File: src/mmcaq_consts.svh
`ifndef MMCAQ_CONSTS_SVH
`define MMCAQ_CONSTS_SVH

// clock and resend timing
`define MMCAQ_CLK_NS 10
`define MMCAQ_RESEND_MS 500
`define MMCAQ_RESEND_CYC (`MMCAQ_RESEND_MS * 1000000 / `MMCAQ_CLK_NS)

// geometry of the alert tables
`define MMCAQ_NPORT 2
`define MMCAQ_QDEPTH 4
`define MMCAQ_TMR_W 26

// message_code values, one per message kind
`define MMCAQ_C_QNODE 8'h01
`define MMCAQ_C_QNODE_RPL 8'h02
`define MMCAQ_C_CFGPORT 8'h03
`define MMCAQ_C_RESP 8'h04
`define MMCAQ_C_AALERT 8'h05
`define MMCAQ_C_MALERT 8'h06
`define MMCAQ_C_QUIESCE 8'h07
`define MMCAQ_C_AREPLY 8'h08
`define MMCAQ_C_QPROTO 8'h09
`define MMCAQ_C_QPROTO_RPL 8'h0a
`define MMCAQ_C_QPORT 8'h0b
`define MMCAQ_C_QPORT_RPL 8'h0c
`define MMCAQ_C_DREADY 8'h0d
`define MMCAQ_C_DREPLY 8'h0e
`define MMCAQ_C_DREQ 8'h0f

// defined message lengths in bytes, indexed by kind
`define MMCAQ_LEN_TAB {8'h10, 8'h10, 8'h10, 8'h10, 8'h08, 8'h08, 8'h10, 8'h0c, \
	8'h10, 8'h10, 8'h08, 8'h0c, 8'h10, 8'h08, 8'h04, 8'h04}

// kind masks, bit n stands for kind ordinal n
`define MMCAQ_SUPPORTED_MASK 16'h7fff
`define MMCAQ_RRID_MASK 16'h1555
`define MMCAQ_TAG_MASK 16'h6eaa
`define MMCAQ_DATA_MASK 16'h7000

// alert codes raised by the checker
`define MMCAQ_AC_UNKNOWN 8'h01
`define MMCAQ_AC_SHORT 8'h02
`define MMCAQ_AC_BAD_ROUTE 8'h03

`endif

File: src/mmcaq_pkg.sv
package mmcaq_pkg;

	// message kinds; the ordinal indexes the masks and length table
	typedef enum logic [3:0] {
		K_QNODE, K_QNODE_RPL, K_CFGPORT, K_RESP, K_AALERT, K_MALERT,
		K_QUIESCE, K_AREPLY, K_QPROTO, K_QPROTO_RPL, K_QPORT,
		K_QPORT_RPL, K_DREADY, K_DREPLY, K_DREQ, K_UNK
	} mmcaq_kind_e;

	// action chosen for a received message
	typedef enum logic [2:0] {
		ACT_NONE, ACT_PASS, ACT_RESP_INV, ACT_AREPLY_INV, ACT_DISCARD, ACT_ALERT
	} mmcaq_act_e;

endpackage : mmcaq_pkg

File: src/mmcaq_port_queue.sv
`timescale 1ns/10ps
`include "mmcaq_consts.svh"

module mmcaq_port_queue import mmcaq_pkg::*; #(
	parameter int RESEND_CYC = `MMCAQ_RESEND_CYC
) (
	input wire logic clk,
	input wire logic rst_n,
	input wire logic clr,
	input wire logic enq,
	input wire logic [7:0] enq_code,
	input wire logic [7:0] enq_ctrl,
	input wire logic [15:0] enq_chan,
	input wire logic [31:0] enq_fdata,
	input wire logic path_set,
	input wire logic [15:0] path_tag,
	input wire logic [15:0] path_route,
	input wire logic ack,
	input wire logic [15:0] ack_tag,
	input wire logic [7:0] ack_code,
	input wire logic grant,
	output logic send_req,
	output logic [7:0] head_code,
	output logic [7:0] head_ctrl,
	output logic [15:0] head_chan,
	output logic [31:0] head_fdata,
	output logic [15:0] tag,
	output logic [15:0] route
);
	localparam int AW = $clog2(`MMCAQ_QDEPTH);
	localparam logic [`MMCAQ_TMR_W-1:0] TMR_LOAD = `MMCAQ_TMR_W'(RESEND_CYC - 1);

	logic [7:0] code_q [`MMCAQ_QDEPTH];
	logic [7:0] ctrl_q [`MMCAQ_QDEPTH];
	logic [15:0] chan_q [`MMCAQ_QDEPTH];
	logic [31:0] fdata_q [`MMCAQ_QDEPTH];
	logic [AW-1:0] wr_r;
	logic [AW-1:0] rd_r;
	logic [AW:0] cnt_r;
	logic valid_r;
	logic outst_r;
	logic [`MMCAQ_TMR_W-1:0] tmr_r;
	logic ack_hit;
	logic do_enq;

	// the reply must name the stored tag and the head's alert code
	assign ack_hit = ack && outst_r && ack_tag == tag && ack_code == head_code;
	// a full table drops the newest alert rather than overwrite a waiting one
	assign do_enq = enq && cnt_r != (AW+1)'(`MMCAQ_QDEPTH);
	// send when path valid, entries waiting and nothing outstanding or timer ran out
	assign send_req = valid_r && cnt_r != '0 && !ack_hit && (!outst_r || tmr_r == '0);
	assign head_code = code_q[rd_r];
	assign head_ctrl = ctrl_q[rd_r];
	assign head_chan = chan_q[rd_r];
	assign head_fdata = fdata_q[rd_r];

	// table storage, no reset needed as count guards it
	always_ff @(posedge clk) begin
		if (do_enq && !clr) begin
			code_q[wr_r] <= enq_code;
			ctrl_q[wr_r] <= enq_ctrl;
			chan_q[wr_r] <= enq_chan;
			fdata_q[wr_r] <= enq_fdata;
		end
	end

	// pointers: append at tail, remove head on a matching reply; a clear empties the table
	always_ff @(posedge clk or negedge rst_n) begin
		if (!rst_n) begin
			wr_r <= '0;
			rd_r <= '0;
			cnt_r <= '0;
		end else if (clr) begin
			wr_r <= '0;
			rd_r <= '0;
			cnt_r <= '0;
		end else begin
			if (do_enq)
				wr_r <= wr_r + 1'b1;
			if (ack_hit)
				rd_r <= rd_r + 1'b1;
			cnt_r <= cnt_r + (AW+1)'(do_enq) - (AW+1)'(ack_hit);
		end
	end

	// path state from a valid port configure; a configure wins over a same-cycle reset
	always_ff @(posedge clk or negedge rst_n) begin
		if (!rst_n) begin
			valid_r <= 1'b0;
			tag <= '0;
			route <= '0;
		end else if (path_set) begin
			valid_r <= 1'b1;
			tag <= path_tag;
			route <= path_route;
		end else if (clr) begin
			valid_r <= 1'b0;
		end
	end

	// outstanding alert and its resend timer
	always_ff @(posedge clk or negedge rst_n) begin
		if (!rst_n) begin
			outst_r <= 1'b0;
			tmr_r <= '0;
		end else if (clr || ack_hit) begin
			outst_r <= 1'b0;
			tmr_r <= '0;
		end else if (grant) begin
			outst_r <= 1'b1;
			tmr_r <= TMR_LOAD;
		end else if (outst_r && tmr_r != '0) begin
			tmr_r <= tmr_r - 1'b1;
		end
	end

endmodule : mmcaq_port_queue

File: src/mmcaq_top.sv
`timescale 1ns/10ps
`include "mmcaq_consts.svh"


module mmcaq_top import mmcaq_pkg::*; #(
	parameter int RESEND_CYC = `MMCAQ_RESEND_CYC
) (
	input wire logic sys_clk,
	input wire logic rst_b,
	input wire logic msg_valid,
	input wire logic [7:0] msg_code,
	input wire logic [7:0] msg_len,
	input wire logic msg_ftype_ok,
	input wire logic msg_rsvd_nz,
	input wire logic msg_rrid_known,
	input wire logic msg_tag_ok,
	input wire logic msg_in_ctx,
	input wire logic [0:0] msg_port,
	input wire logic [7:0] msg_ctrl,
	input wire logic [15:0] msg_chan,
	input wire logic [31:0] msg_fdata,
	input wire logic [15:0] rpl_tag,
	input wire logic [7:0] rpl_code,
	input wire logic [0:0] rpl_port,
	input wire logic node_is_cfg,
	input wire logic nq_reply_sent,
	input wire logic node_reset,
	input wire logic [`MMCAQ_NPORT-1:0] port_reset,
	input wire logic cfg_set,
	input wire logic [0:0] cfg_port,
	input wire logic [15:0] cfg_tag,
	input wire logic [15:0] cfg_route,
	input wire logic ext_alert_req,
	input wire logic [7:0] ext_alert_code,
	input wire logic [0:0] ext_alert_port,
	output mmcaq_act_e act_r,
	output logic act_valid_r,
	output logic log_r,
	output logic abort_io_r,
	output logic cancel_io_r,
	output logic malert_gen_r,
	output logic alert_send_r,
	output logic [0:0] alert_port_r,
	output logic [7:0] alert_code_r,
	output logic [15:0] alert_tag_r,
	output logic [15:0] alert_route_r,
	output logic [7:0] alert_ctrl_r,
	output logic [15:0] alert_chan_r,
	output logic [31:0] alert_fdata_r
);
	localparam int NP = `MMCAQ_NPORT;
	localparam logic [127:0] LEN_TAB = `MMCAQ_LEN_TAB;
	localparam logic [15:0] SUP_M = `MMCAQ_SUPPORTED_MASK, RRID_M = `MMCAQ_RRID_MASK;
	localparam logic [15:0] TAG_M = `MMCAQ_TAG_MASK, DATA_M = `MMCAQ_DATA_MASK;

	logic rst_s1_r;
	logic rst_n;
	logic nq_sent_r;
	mmcaq_kind_e kind;
	logic [7:0] def_len;
	mmcaq_act_e act_nxt;
	logic log_nxt;
	logic abort_nxt;
	logic cancel_nxt;
	logic malert_nxt;
	logic raise_nxt;
	logic [7:0] raise_code_nxt;
	logic ack_nxt;
	logic hold_r;
	logic [7:0] hold_code_r;
	logic [0:0] hold_port_r;
	logic enq_any;
	logic [7:0] enq_code;
	logic [0:0] enq_port;
	logic [7:0] enq_ctrl;
	logic [15:0] enq_chan;
	logic [31:0] enq_fdata;
	logic [NP-1:0] req;
	logic [NP-1:0] gnt;
	logic [7:0] h_code [NP];
	logic [7:0] h_ctrl [NP];
	logic [15:0] h_chan [NP];
	logic [31:0] h_fdata [NP];
	logic [15:0] p_tag [NP];
	logic [15:0] p_route [NP];

	// reset release through two flops; assertion stays asynchronous
	always_ff @(posedge sys_clk or negedge rst_b) begin
		if (!rst_b) begin
			rst_s1_r <= 1'b0;
			rst_n <= 1'b0;
		end else begin
			rst_s1_r <= 1'b1;
			rst_n <= rst_s1_r;
		end
	end

	// map the received message_code onto a kind
	always_comb begin
		case (msg_code)
			`MMCAQ_C_QNODE: kind = K_QNODE;
			`MMCAQ_C_QNODE_RPL: kind = K_QNODE_RPL;
			`MMCAQ_C_CFGPORT: kind = K_CFGPORT;
			`MMCAQ_C_RESP: kind = K_RESP;
			`MMCAQ_C_AALERT: kind = K_AALERT;
			`MMCAQ_C_MALERT: kind = K_MALERT;
			`MMCAQ_C_QUIESCE: kind = K_QUIESCE;
			`MMCAQ_C_AREPLY: kind = K_AREPLY;
			`MMCAQ_C_QPROTO: kind = K_QPROTO;
			`MMCAQ_C_QPROTO_RPL: kind = K_QPROTO_RPL;
			`MMCAQ_C_QPORT: kind = K_QPORT;
			`MMCAQ_C_QPORT_RPL: kind = K_QPORT_RPL;
			`MMCAQ_C_DREADY: kind = K_DREADY;
			`MMCAQ_C_DREPLY: kind = K_DREPLY;
			`MMCAQ_C_DREQ: kind = K_DREQ;
			default: kind = K_UNK;
		endcase
	end

	assign def_len = LEN_TAB[{kind, 3'b000} +: 8];

	// validity checks; the if chain keeps the fixed order, first hit wins
	always_comb begin
		act_nxt = ACT_NONE;
		log_nxt = 1'b0;
		abort_nxt = 1'b0;
		cancel_nxt = 1'b0;
		malert_nxt = 1'b0;
		raise_nxt = 1'b0;
		raise_code_nxt = 8'h00;
		ack_nxt = 1'b0;
		if (!msg_valid) begin
			act_nxt = ACT_NONE;
		end else if (kind == K_UNK) begin
			act_nxt = ACT_ALERT;
			raise_nxt = 1'b1;
			raise_code_nxt = `MMCAQ_AC_UNKNOWN;
		end else if (!SUP_M[kind] || !msg_ftype_ok) begin
			act_nxt = ACT_ALERT;
			raise_nxt = 1'b1;
			raise_code_nxt = `MMCAQ_AC_UNKNOWN;
		end else if (msg_len < def_len) begin
			act_nxt = ACT_ALERT;
			raise_nxt = 1'b1;
			raise_code_nxt = `MMCAQ_AC_SHORT;
		end else if (!node_is_cfg && RRID_M[kind] && !msg_rrid_known) begin
			act_nxt = ACT_ALERT;
			raise_nxt = 1'b1;
			raise_code_nxt = `MMCAQ_AC_BAD_ROUTE;
		end else if (TAG_M[kind] && !msg_tag_ok) begin
			act_nxt = ACT_DISCARD;
			log_nxt = node_is_cfg;
			abort_nxt = DATA_M[kind];
		end else if (!msg_in_ctx) begin
			act_nxt = ACT_DISCARD;
			log_nxt = node_is_cfg;
		end else if (msg_rsvd_nz) begin
			// reserved content: parse and answer by kind
			case (kind)
				K_QNODE: act_nxt = ACT_PASS;
				K_QNODE_RPL: act_nxt = ACT_NONE;
				K_CFGPORT, K_MALERT, K_QUIESCE, K_QPROTO, K_QPORT, K_DREPLY:
					act_nxt = ACT_RESP_INV;
				K_AALERT: begin
					act_nxt = ACT_AREPLY_INV;
					malert_nxt = 1'b1;
				end
				K_AREPLY: begin
					act_nxt = ACT_NONE;
					ack_nxt = 1'b1;
				end
				K_RESP, K_QPROTO_RPL, K_QPORT_RPL: act_nxt = ACT_DISCARD;
				K_DREADY, K_DREQ: begin
					act_nxt = ACT_DISCARD;
					cancel_nxt = 1'b1;
				end
				default: act_nxt = ACT_NONE;
			endcase
		end else begin
			act_nxt = ACT_PASS;
			ack_nxt = kind == K_AREPLY;
		end
	end

	// registered verdict; pulses last one cycle
	always_ff @(posedge sys_clk or negedge rst_n) begin
		if (!rst_n) begin
			act_r <= ACT_NONE;
			act_valid_r <= 1'b0;
			log_r <= 1'b0;
			abort_io_r <= 1'b0;
			cancel_io_r <= 1'b0;
			malert_gen_r <= 1'b0;
		end else begin
			act_r <= act_nxt;
			act_valid_r <= msg_valid;
			log_r <= log_nxt;
			abort_io_r <= abort_nxt;
			cancel_io_r <= cancel_nxt;
			malert_gen_r <= malert_nxt;
		end
	end

	// node query reply sent since reset; set wins over a same-cycle reset
	always_ff @(posedge sys_clk or negedge rst_n) begin
		if (!rst_n)
			nq_sent_r <= 1'b0;
		else if (nq_reply_sent)
			nq_sent_r <= 1'b1;
		else if (node_reset)
			nq_sent_r <= 1'b0;
	end

	// an outside alert that meets a checker alert waits one cycle here
	always_ff @(posedge sys_clk or negedge rst_n) begin
		if (!rst_n) begin
			hold_r <= 1'b0;
			hold_code_r <= 8'h00;
			hold_port_r <= 1'b0;
		end else begin
			hold_r <= ext_alert_req && raise_nxt;
			hold_code_r <= ext_alert_code;
			hold_port_r <= ext_alert_port;
		end
	end

	// pick the alert to enqueue: checker first, then held, then outside
	always_comb begin
		enq_code = ext_alert_code;
		enq_port = ext_alert_port;
		enq_ctrl = 8'h00;
		enq_chan = 16'h0000;
		enq_fdata = 32'h0000_0000;
		if (raise_nxt) begin
			enq_code = raise_code_nxt;
			enq_port = msg_port;
			enq_ctrl = msg_ctrl;
			enq_chan = msg_chan;
			enq_fdata = msg_fdata;
		end else if (hold_r) begin
			enq_code = hold_code_r;
			enq_port = hold_port_r;
		end
	end

	// alerts raised before the first node query reply are dropped
	assign enq_any = (raise_nxt || hold_r || ext_alert_req) && nq_sent_r;

	// fixed priority grant, lower port first
	always_comb begin
		gnt = '0;
		for (int i = 0; i < NP; i++) begin
			if (req[i] && gnt == '0)
				gnt[i] = 1'b1;
		end
	end

	// one alert table per port
	for (genvar p = 0; p < NP; p++) begin : g_port
		mmcaq_port_queue #(
			.RESEND_CYC(RESEND_CYC)
		) u_queue (
			.clk(sys_clk),
			.rst_n(rst_n),
			.clr(node_reset || port_reset[p]),
			.enq(enq_any && enq_port == 1'(p)),
			.enq_code(enq_code),
			.enq_ctrl(enq_ctrl),
			.enq_chan(enq_chan),
			.enq_fdata(enq_fdata),
			.path_set(cfg_set && cfg_port == 1'(p)),
			.path_tag(cfg_tag),
			.path_route(cfg_route),
			.ack(ack_nxt && rpl_port == 1'(p)),
			.ack_tag(rpl_tag),
			.ack_code(rpl_code),
			.grant(gnt[p]),
			.send_req(req[p]),
			.head_code(h_code[p]),
			.head_ctrl(h_ctrl[p]),
			.head_chan(h_chan[p]),
			.head_fdata(h_fdata[p]),
			.tag(p_tag[p]),
			.route(p_route[p])
		);
	end

	// build the outgoing alert from the granted head entry
	always_ff @(posedge sys_clk or negedge rst_n) begin
		if (!rst_n) begin
			alert_send_r <= 1'b0;
			alert_port_r <= 1'b0;
			alert_code_r <= 8'h00;
			alert_tag_r <= 16'h0000;
			alert_route_r <= 16'h0000;
			alert_ctrl_r <= 8'h00;
			alert_chan_r <= 16'h0000;
			alert_fdata_r <= 32'h0000_0000;
		end else begin
			alert_send_r <= gnt != '0;
			for (int i = 0; i < NP; i++) begin
				if (gnt[i]) begin
					alert_port_r <= 1'(i);
					alert_code_r <= h_code[i];
					alert_tag_r <= p_tag[i];
					alert_route_r <= p_route[i];
					alert_ctrl_r <= h_ctrl[i];
					alert_chan_r <= h_chan[i];
					alert_fdata_r <= h_fdata[i];
				end
			end
		end
	end

endmodule : mmcaq_top
File: config.mk
export PLATFORM = sky130hd
export DESIGN_NAME = mmcaq_top
export DESIGN_NICKNAME = d
export VERILOG_FILES = /design/src/mmcaq_pkg.sv /design/src/mmcaq_port_queue.sv /design/src/mmcaq_top.sv
export VERILOG_INCLUDE_DIRS = /design/src /design/src/src
export SDC_FILE = /design/constraint.sdc
export NUM_CORES = 1
export LEC_CHECK = 0
export ABC_AREA = 1
export BUFFER_PORTS_ARGS = -buffer_cell sky130_fd_sc_hd__buf_2
export CAP_MARGIN = 10
export CORE_UTILIZATION = 60
export CTS_CLUSTER_SIZE = 40
export DETAILED_ROUTE_END_ITERATION = 10
export GPL_TIMING_DRIVEN = 1
export PLACE_DENSITY_LB_ADDON = 0.12
export SLEW_MARGIN = 20
export SYNTH_ARGS = -nofsm -noshare
export SYNTH_HDL_FRONTEND = slang
export SYNTH_SLANG_ARGS = --single-unit
File: constraint.sdc
create_clock -name sys_clk -period 8.4 [get_ports sys_clk]
set_clock_uncertainty 0.1 [all_clocks]
set_input_delay 0.84 -clock sys_clk [delete_from_list [all_inputs] [get_ports sys_clk]]
set_output_delay 0.84 -clock sys_clk [all_outputs]
set_load 0.02 [all_outputs]
After elaboration in Yosys (flattened, before gate mapping)
Memories as Yosys holds them, arrays and structs flattened.
Cells that the tools add are included.

word-level totals
  register bits = 253
  bits in writable memories = 512
  memory bits (read-only) = 128
  bits of input ports = 155
  output and inout bits = 106
  logic and storage cells = 276
  memories = 13

operators by class
  add/subtract/negate cells = 10
  magnitude comparators = 2
  eq/ne operators = 20
  shifts and indexed selects = 1
  mux-type cells = 117
  bitwise gates (word level) = 4
  reduce and logical (&&, ||, !) cells = 73

memory list
  name                       words  bits a word  read ports  clocked after Yosys merged registers in  wr ports  line                    RTL
  g_port[0].u_queue.fdata_q  4      32           1           0                                        1         mmcaq_port_queue.sv:36  logic [31:0] fdata_q [`MMCAQ_QDEPTH];
  g_port[1].u_queue.fdata_q  4      32           1           0                                        1         mmcaq_port_queue.sv:36
  (no name shown)            16     4            1           0                                        0         mmcaq_top.sv:100        case (msg_code)
  g_port[0].u_queue.chan_q   4      16           1           0                                        1         mmcaq_port_queue.sv:35  logic [15:0] chan_q [`MMCAQ_QDEPTH];
  g_port[1].u_queue.chan_q   4      16           1           0                                        1         mmcaq_port_queue.sv:35
  g_port[0].u_queue.code_q   4      8            1           0                                        1         mmcaq_port_queue.sv:33  logic [7:0] code_q [`MMCAQ_QDEPTH];
  7 more memories            n/a    n/a          n/a         n/a                                      n/a       n/a

operators with widths
  kind                                                                            number
  26-bit 2-to-1 mux                                                               6
  128-bit by 8-bit variable part select with 8-bit output (first input constant)  1
  16-bit 2-to-1 mux                                                               7
  32-bit 2-to-1 mux                                                               3
  1-bit 2-to-1 mux                                                                69
  8-bit 2-to-1 mux                                                                7
  26-bit logical NOT                                                              2
  26-bit nonzero test                                                             2
  26-bit by 1-bit subtractor with 26-bit output (second input constant)           2
  16-bit equality test                                                            2
  4-bit equality test (second input constant)                                     8
  1-bit logical AND                                                               30
  3-bit 2-to-1 mux                                                                10
  2-bit 2-to-1 mux                                                                13
  2-bit nonzero test                                                              10
  4-bit by 3-bit equality test with 1-bit output (second input constant)          4
  8-bit equality test                                                             2
  3-bit one-hot mux with 4 select lines                                           1
  3-bit nonzero test                                                              4
  1-bit logical NOT                                                               11
  1-bit logical OR                                                                9
  2-bit by 1-bit adder with 2-bit output (second input constant)                  4
  4-bit by 2-bit equality test with 1-bit output (second input constant)          2
  4-bit logical NOT                                                               2
  10 further kinds                                                                16

Longest topological paths before layout
Gate-level depths: netlist of run 1.

  depth in word-level cells = 25
  mapped depth = 25
  depth with buffers taken out = 25

By module
A second synthesis of run 1 with hierarchy kept.

unflattened totals
  cells, all modules = 3,237
  area total of the unflattened synthesis = 33,016.7 µm²

by module, submodules not included
  module                                 times used  cells an instance  area each (µm²)  sequential area each (µm²)
  mmcaq_port_queue at g_port[0].u_queue  1           1,200              13,541.7         9,364.0
  mmcaq_port_queue at g_port[1].u_queue  1           1,218              13,441.6         9,364.0
  mmcaq_top                              1           819                6,033.3          2,977.9

Worst setup path after synthesis of run 1
Ideal clock, no wire load.

  path kind = input -> register
  start = in msg_code[0]
  end = mem g_port[1].u_queue.chan_q[0][0] (enable)
  setup time = 0.487 ns
  arrival = 6.083 ns
  required time = 7.813 ns
  path slack = 1.730 ns
  stages = 19
  path buffers = 0
  cells stage by stage = inv_1 > ha_1 > inv_1 > nor2_1 > ha_1 > nand3_1 > nand2_1 > a21oi_1 > ha_1 > o21a_1 > o21ai_0 > nand2_1 > nand3_2 > nand2_1 > a21oi_1 > inv_1 > nor2_2 > nand2_1 > nor2_1

on the way
  cells in the longest elaborated chain, start to end = 19
  elaborated cells between the ends (all ways) = 27
  classes of those cells = order compare (1); eq/ne (1); shift (1); mux (11); reduce/logical (10); memory (3)

ends and longest elaborated chain
  what                                                        line                    RTL
  start: declaration                                          mmcaq_top.sv:11         input wire logic [7:0] msg_code,
  memory 16 x 4 bit (*)                                       n/a
  4-bit 2-to-1 mux (*)                                        mmcaq_top.sv:100
  branches (longest 7 deep; another with 8-bit < comparator)  n/a
  1-bit 2-to-1 mux (*)                                        mmcaq_top.sv:134        end else if (kind == K_UNK) begin
  1-bit 2-to-1 mux (*)                                        mmcaq_top.sv:132        if (!msg_valid) begin
  1-bit logical OR (2 in a row)                               mmcaq_top.sv:247        assign enq_any = (raise_nxt || hold_r || ext_alert_req) && nq_sent_r;
  1-bit logical AND                                           mmcaq_top.sv:247
  1-bit logical AND (*)                                       mmcaq_top.sv:266        .enq(enq_any && enq_port == 1'(p)),
  1-bit logical AND (*)                                       mmcaq_port_queue.sv:49  assign do_enq = enq && cnt_r != (AW+1)'(`MMCAQ_QDEPTH);
  1-bit logical AND (*)                                       mmcaq_port_queue.sv:59  if (do_enq && !clr) begin
  1-bit 2-to-1 mux (*)                                        mmcaq_port_queue.sv:59
  1-bit 2-to-1 mux (not written as such) (*)                  mmcaq_port_queue.sv:62  chan_q[wr_r] <= enq_chan;
  end: declaration                                            mmcaq_port_queue.sv:35

Mark *: on every way between the ends. The select of a mux whose other input is x is not followed.

Worst setup path in the final report of run 1
  start = in msg_code[0]
  end = mem g_port[1].u_queue.fdata_q[0][22] (enable)

on the way
  cells in the longest elaborated chain, start to end = 19
  elaborated cells between the ends (all ways) = 27
  classes of those cells = order compare (1); eq/ne (1); shift (1); mux (11); reduce/logical (10); memory (3)

ends and longest elaborated chain
  what                                                        line                    RTL
  memory 16 x 4 bit (*)                                       n/a
  4-bit 2-to-1 mux (*)                                        mmcaq_top.sv:100
  branches (longest 7 deep; another with 8-bit < comparator)  n/a
  1-bit 2-to-1 mux (*)                                        mmcaq_top.sv:134
  1-bit 2-to-1 mux (*)                                        mmcaq_top.sv:132
  1-bit logical OR (2 in a row)                               mmcaq_top.sv:247
  1-bit logical AND                                           mmcaq_top.sv:247
  1-bit logical AND (*)                                       mmcaq_top.sv:266
  1-bit logical AND (*)                                       mmcaq_port_queue.sv:49
  1-bit logical AND (*)                                       mmcaq_port_queue.sv:59
  1-bit 2-to-1 mux (*)                                        mmcaq_port_queue.sv:59
  1-bit 2-to-1 mux (not written as such) (*)                  mmcaq_port_queue.sv:63  fdata_q[wr_r] <= enq_fdata;
  end: declaration                                            mmcaq_port_queue.sv:36

Marks and branches as above.

==> results of run 1 <==
==> sequential cells by signal (all words and copies together) (netlist names), 16 cells and up <==
name	cells
g_port.u_queue.tag	32
g_port.u_queue.route	32
alert_tag_r	16
g_port.u_queue.code_q	64
g_port.u_queue.ctrl_q	64
alert_route_r	16
alert_chan_r	16
alert_fdata_r	32
g_port.u_queue.chan_q	128
g_port.u_queue.tmr_r	52
g_port.u_queue.fdata_q	256
==> kinds of logic after synthesis <==
logic type	Yosys count	synth area share (%)
and+or+nand+nor	1363	17.8
AOI/OAI and AO/OA	497	8.25
other	1	0.0114
muxes	6	0.182
adders and majority gates	29	1.15
DFF	765	65.9
buffers and inverters	410	5.43
xor gates and xnor gates	47	1.25
==> report_power, final <==
part           total [mW]  internal [mW]  switching, mW
Combinational        1.06          0.358          0.703
Clock                3.45           2.00           1.45
Sequential           4.48           4.30          0.183
==> layout by cell type, fill, tap and decap left out, types with 9 or more instances in the layout <==
| cell | n |
|---|---|
| edfxtp_1 | 512 |
| nand2_1 | 504 |
| nor2_1 | 393 |
| nand3_1 | 373 |
| o21ai_0 | 320 |
| buf_2 | 258 |
| dfrtp_1 | 248 |
| inv_1 | 226 |
| o22ai_1 | 107 |
| clkbuf_16 | 80 |
| a21oi_1 | 31 |
| xor2_1 | 30 |
| buf_4 | 30 |
| ha_1 | 27 |
| clkbuf_1 | 21 |
| xnor2_1 | 17 |
| nand4_1 | 17 |
| nand3b_1 | 14 |
| clkinv_2 | 14 |
| o21ai_1 | 13 |
| nor2_4 | 12 |
| clkinv_1 | 11 |
| nor3_1 | 11 |
| nand2_2 | 10 |
| inv_2 | 9 |
| clkbuf_8 | 9 |
==> worst max-delay path by stage <==
stage                 from  slack, ns  depth (start not counted)                          endpoint
2_1_floorplan        rst_n       0.73                          0                        abort_io_r
3_3_place_gp   msg_code[0]       2.12                         23   g_port[1].u_queue.fdata_q[0][7]
3_5_place_dp   msg_code[0]       1.90                         23   g_port[1].u_queue.fdata_q[0][7]
4_1_cts        msg_code[0]       2.57                         23  g_port[1].u_queue.fdata_q[0][19]
5_1_grt        msg_code[0]       2.21                         23  g_port[1].u_queue.fdata_q[0][22]
6_report       msg_code[0]       2.46                         23  g_port[1].u_queue.fdata_q[0][22]
==> cell type report <==
| class | instances | area (sq um) | share of cell area, % |
|---|---|---|---|
| Sequential cell | 765 | 21700 | 58.4 |
| Multi-Input combinational cell | 1943 | 9520 | 25.6 |
| Clock buffer | 110 | 2200 | 5.93 |
| Timing Repair Buffer | 293 | 1600 | 4.29 |
| Inverter | 241 | 915 | 2.46 |
| Tap cell | 696 | 871 | 2.34 |
| Clock inverter | 34 | 364 | 0.979 |
| Antenna cell | 4 | 10.0 | 0.0269 |
==> stage by stage <==
step | cells | area, sq um | total power, mW | hold slack (ns) | setup slack [ns]
final | 4086 | 37200 | 8.99 | 0.245 | 2.46
after global routing | 4083 | 37200 | 9.30 | 0.217 | 2.21
after CTS | 4081 | 37100 | 9.04 | 0.214 | 2.57
after detailed placement | 3936 | 34600 | 5.61 | 0.240 | 1.90
after global placement | 3936 | 34600 | 5.58 | 0.238 | 2.12
after floorplan | 3118 | 32900 | 5.16 | 0.231 | 0.727
==> repair_timing <==
| action | CTS | global route |
|---|---|---|
| hold buffers | 1 | 0 |
| endpoints found under the hold margin | 2 | 0 |
| buffers inserted | 0 | 0 |
==> metal layers <==
layer  share of wire (%)  vias up
li1                    -    11100
met1                  40    11800
met2                  49     1075
met3                 7.9      179
met4                 2.8        4
met5               0.034        -
==> run summary, run 1 <==
Final setup TNS - 0 ns
Top-area cell type share of the netlist area - 46.7%
R2R depth - 14
Fmax - 168 MHz
Via count - 24.1k
DRT iter0 DRCs - 2233
Fill count - 3995
GR Util met1 - 39.2%
R2r setup slk - 2.93 ns
Synthesis-to-layout area growth - 13.0%
Total grt overflow - 0
Util after Layout - 68.8%
Syn Inst Count - 3118
Top FF cell, synth - edfxtp_1
Sequential share of the synthesized area - 65.9%
Cell with the most instances after synthesis - edfxtp_1
CP startpoint kind - primary input
Drt drc - 2
Most used cell, CP - nand2_1
Hold Path End - hold_code_r[3]
WS Path Type - primary input to flip-flop
Maximum vdd drop - 0.000195 V
Number of setup violations in the final report - 0
TritonRoute pass-1 iters - 11
R2R Path End - alert_route_r[14]
Gr usage total - 29.9%
Max incr delay on CP - 0.93 ns
RSZ-0062 raised after global routing - false
Worst-path fanout max - 60
Initial Util - 60.9%
Slew HR - 24.9%
Layout cell share with drive strength beyond 1 - 14.0%
Tmin final - 5.94 ns
Largest net degree at the start of global routing - 112
Worst-path cell with the longest stage delay - nor2_4
Count of final hold-check violations - 0
Avg Synthesized Cell Area - 10.6 sq um
Synth cell types - 49
Die height - 236 um
Final period util - 70.7%
GRT met3 Usage - 5.04%
Failing checks - DRC
Synth warn - 0
WL/cell - 20.2 um
PortBufs - 258
Clk_lat worst skew - 0.64 ns
Routability cong. - 0.908
NumNets Final - 3506
Critical Path RT - 8.59 ns
HP Class - primary input to flip-flop
Top cell type by total area after synthesis - edfxtp_1
Initial antenna violation count - 3
CP top delay family - simple AND/OR/NAND/NOR gates
Dpl hpwl - 45800 um
CTS Buf Count - 78
Syn Std Cell Area - 32900 sq um
Root Driver - clkbuf_16
CTS resizes - 0
Worst setup EP type - flip-flop
Top cells by count, synth - edfxtp_1 (512), nand2_1 (508), nor2_1 (401)
Worst-Margin Slew - 1.12 ns
HP Start - ext_alert_code[3]
Final ANT Viol Nets - 0
Clock sink total - 765
Busiest grt layer - met2
Via density - 5.91
Num ports - 261
Lkg Pwr - 15.8 nW
Clk pin slew, worst setup/hold paths - 0.06 ns
Crit path DAT - 6.13 ns
GR Util met2 - 50.6%
Post-synth ARST share - 33.1%
Clk buf depth - 3
Die ar. - 55800 sq um
Min-Delay Path Depth - 1
First-pass GRT wire length - 129000 um
Num rows - 85
Pwr Density - 242 nW/um^2
Worst path cell trace - buf_2 > inv_1 > ha_1 > inv_1 > nor2_1 > ha_1 > nand3_1 > nand2_1 > a21oi_1 > ha_1 > o21a_1 > o21ai_0 > nand2_1 > nand3_2 > nand2_2 > buf_4 > nand2_1 > nand2_1 > nand2_1 > nor2_2 > nand2_1 > nor2_4 > buf_4
Final WL - 82600 um
Vias in the first global route - 23.9k
Core area - 54000 sq um
Mapped Nets - 3302
Synth top area cells - edfxtp_1 (47%), dfrtp_1 (19%), nand2_1 (5.8%)
Status - finished, violations left
Number of max-cap violations - 0
R2R Path Start - g_port[1].u_queue.rd_r[0]
Final Max Slew Viols - 0
Die Width - 236 um
TritonCTS clock tree - built
Htree depth - 3
Worst path buffer plus inverter count - 5
Number of synthesized register bits - 765
Post-synth EDFFs - 512
Power figures use the tool's default switching activity.
==> run 2: changes to the inputs <==
Settings changed: ABC_AREA 1 to 0.
Clock period 8.4 ns to 5.7 ns, I/O delays scaled along.
==> run summary, run 2 <==
Placed insts - 2927
Top cells by count, synth - edfxtp_1 (512), dfrtp_1 (253), nand2_1 (241)
Util after Layout - 70.5%
Commonest non-fill, non-tap cells in the layout - edfxtp_1 (512), buf_2 (258), dfrtp_1 (248), nand2_1 (241), mux4_2 (128)
Final ANT Viol Nets - 0
TritonRoute pass-1 iters - 4
Post-synth ARST share - 33.1%
Syn Inst Count - 2068
WL/cell - 24.5 um
Initial antenna violation count - 4
Largest registers - g_port.u_queue.fdata_q (256), g_port.u_queue.chan_q (128)
Count of final hold-check violations - 0
Placed cell areas - 33700 sq um
Clk_lat worst skew - 0.62 ns
Sequential Area - 21700 sq um
Worst-Margin Slew - 1.14 ns
Maximum vdd drop - 0.000279 V
Post-route insts no fill - 3076
Die height - 231 um
Largest net degree at the start of global routing - 70
Clk buf depth - 3
Vias in the first global route - 20.1k
CTS Buf Count - 77
Top FF cell, synth - edfxtp_1
Most flops, register - g_port.u_queue.fdata_q
Post-Layout Inst Area - 36400 sq um
Fill count - 3396
Drt drc - 0
Clk pin slew, worst setup/hold paths - 0.06 ns
Initial Util - 61.2%
Cell with the most instances after synthesis - edfxtp_1
Syn Std Cell Area - 31600 sq um
NumNets Final - 2520
Die Width - 231 um
Multi-input logic area - 9310 sq um
Lkg Pwr - 13.4 nW
Top-area cell type share of the netlist area - 48.7%
HP Class - primary input to flip-flop
Dpl hpwl - 42600 um
Routability cong. - 0.884
PortBufs - 258
Synth warn - 0
Via count - 19.2k
Max reg flops - 256
Synth top area cells - edfxtp_1 (49%), dfrtp_1 (20%), mux4_2 (9.1%)
Slew HR - 23.6%
WS Path Type - primary input to flip-flop
Total grt overflow - 0
Critical Path RT - 6.08 ns
Die ar. - 53600 sq um
DRT iter0 DRCs - 1635
CP startpoint kind - primary input
Core area - 51600 sq um
RSZ-0062 raised after global routing - false
Synth cell types - 66
Avg Synthesized Cell Area - 15.3 sq um
Post-synth EDFFs - 512
Num rows - 83
Final Max Slew Viols - 0
Number of synthesized register bits - 765
Root Driver - clkbuf_16
Worst setup EP type - flip-flop
Layout cell share with drive strength beyond 1 - 26.9%
First-pass GRT wire length - 117000 um
Ant. Diodes - 0
Sequential share of the synthesized area - 68.7%
Clock sink total - 765
Crit path DAT - 5.22 ns
Number of setup violations in the final report - 0
Final setup TNS - 0 ns
Final period util - 84.8%
Commonest non-fill, non-tap cell in the layout - edfxtp_1
Worst-path fanout max - 5
Total Power - 13.4 mW
Setup bufs post-CTS - 0
Pwr Density - 369 nW/um^2
Number of max-cap violations - 0
Htree depth - 3
Mapped Nets - 2252
Synthesis-to-layout area growth - 15.2%
Fmax - 207 MHz
Via density - 6.23
Top cell type by total area after synthesis - edfxtp_1
Tmin final - 4.83 ns
Final WL - 75200 um
Num ports - 261
Gr usage total - 29.2%
Status - finished clean
TritonCTS clock tree - built
run 2: cell count changes after synthesis, sizes merged, moves of 27 or more:
cell   before  now
a21oi      32   59
a31oi       1  101
and2        0   65
buf        76   41
inv       239   28
mux2        0   67
mux4        0  128
nand2     521  243
nand3     376   10
nor2      410   66
nor3       13  121
o21ai     334   19
o22ai     107    3
xnor2      17   49
run 2: layout make-up:
| cell class | count | area share [%] |
|---|---|---|
| clock inverter | 38 | 1.21 |
| inverter | 28 | 0.289 |
| clock buffer | 101 | 5.77 |
| timing repair buffer | 309 | 5.12 |
| sequential | 765 | 59.7 |
| multi-input combinational | 1155 | 25.6 |
| tap | 680 | 2.34 |
run 2: metal layers:
layer	vias to the layer above	wire length, um	GRT usage (%)
li1	8388	-	-
met1	9829	30400	40.4
met2	791	37400	47.7
met3	138	5580	5.06
met4	8	1820	8.96
met5	-	52	0
run 2: repair_timing:
item	4_1_cts	5_1_grt
hold endpoints to repair	11	0
gates resized for setup	0	0
hold buffers	10	0
run 2: final timing paths:
check	start	to	slack [ns]	cells after the start
worst max register to register	g_port[0].u_queue.tmr_r[16]	g_port[0].u_queue.tmr_r[11]	1.31	7
worst max-delay path	msg_code[5]	g_port[0].u_queue.cnt_r[2]	0.87	22
worst min register to register	rst_s1_r	rst_n	0.25	0
max in group asynchronous	rst_n	g_port[1].u_queue.rd_r[0]	3.54	1
worst min-delay path	nq_reply_sent	nq_sent_r	0.05	2
min in group asynchronous	rst_b	rst_n	0.18	2
run 2: logic make-up after synthesis:
| logic type | after synthesis | share of synthesized area, % |
|---|---|---|
| other cells | 1 | 0.0119 |
| fa+ha+maj | 29 | 1.20 |
| buf+inv | 148 | 1.97 |
| xor+xnor | 81 | 2.25 |
| compound gates | 238 | 4.89 |
| mux | 205 | 11.8 |
| flops | 765 | 68.7 |
| simple gates | 601 | 9.13 |
run 2: per-stage QoR:
step / hold slack, ns / setup slack, ns
2_1_floorplan: 0.174 / 0.203
5_1_grt: 0.0318 / 0.546
4_1_cts: 0.0202 / 0.909
6_report: 0.0495 / 0.868
3_5_place_dp: 0.239 / 0.261
3_3_place_gp: 0.238 / 0.349
run 2: critical path, cell delays in order:
cell and delay [ns]:
buf_2 0.11, or4_1 0.58, nor2_1 0.29, ha_1 0.30, nand2_1 0.11, a21oi_1 0.14
a31oi_1 0.07, ha_1 0.32, o21a_1 0.10, o21ai_0 0.12, a221o_1 0.38, nor3_2 0.22
nand2_1 0.12, nor4_1 0.41, ha_1 0.31, inv_1 0.07, ha_1 0.14, inv_1 0.05
fa_1 0.40, xor2_1 0.19, xnor2_1 0.14, nor2_1 0.06
run 2: report_power, final:
part	internal (mW)	leakage, nW	switching [mW]
clock	2.97	1.24	2.08
combinational	0.617	4.34	1.09
sequential	6.39	7.81	0.301
total	9.98	13.4	3.47
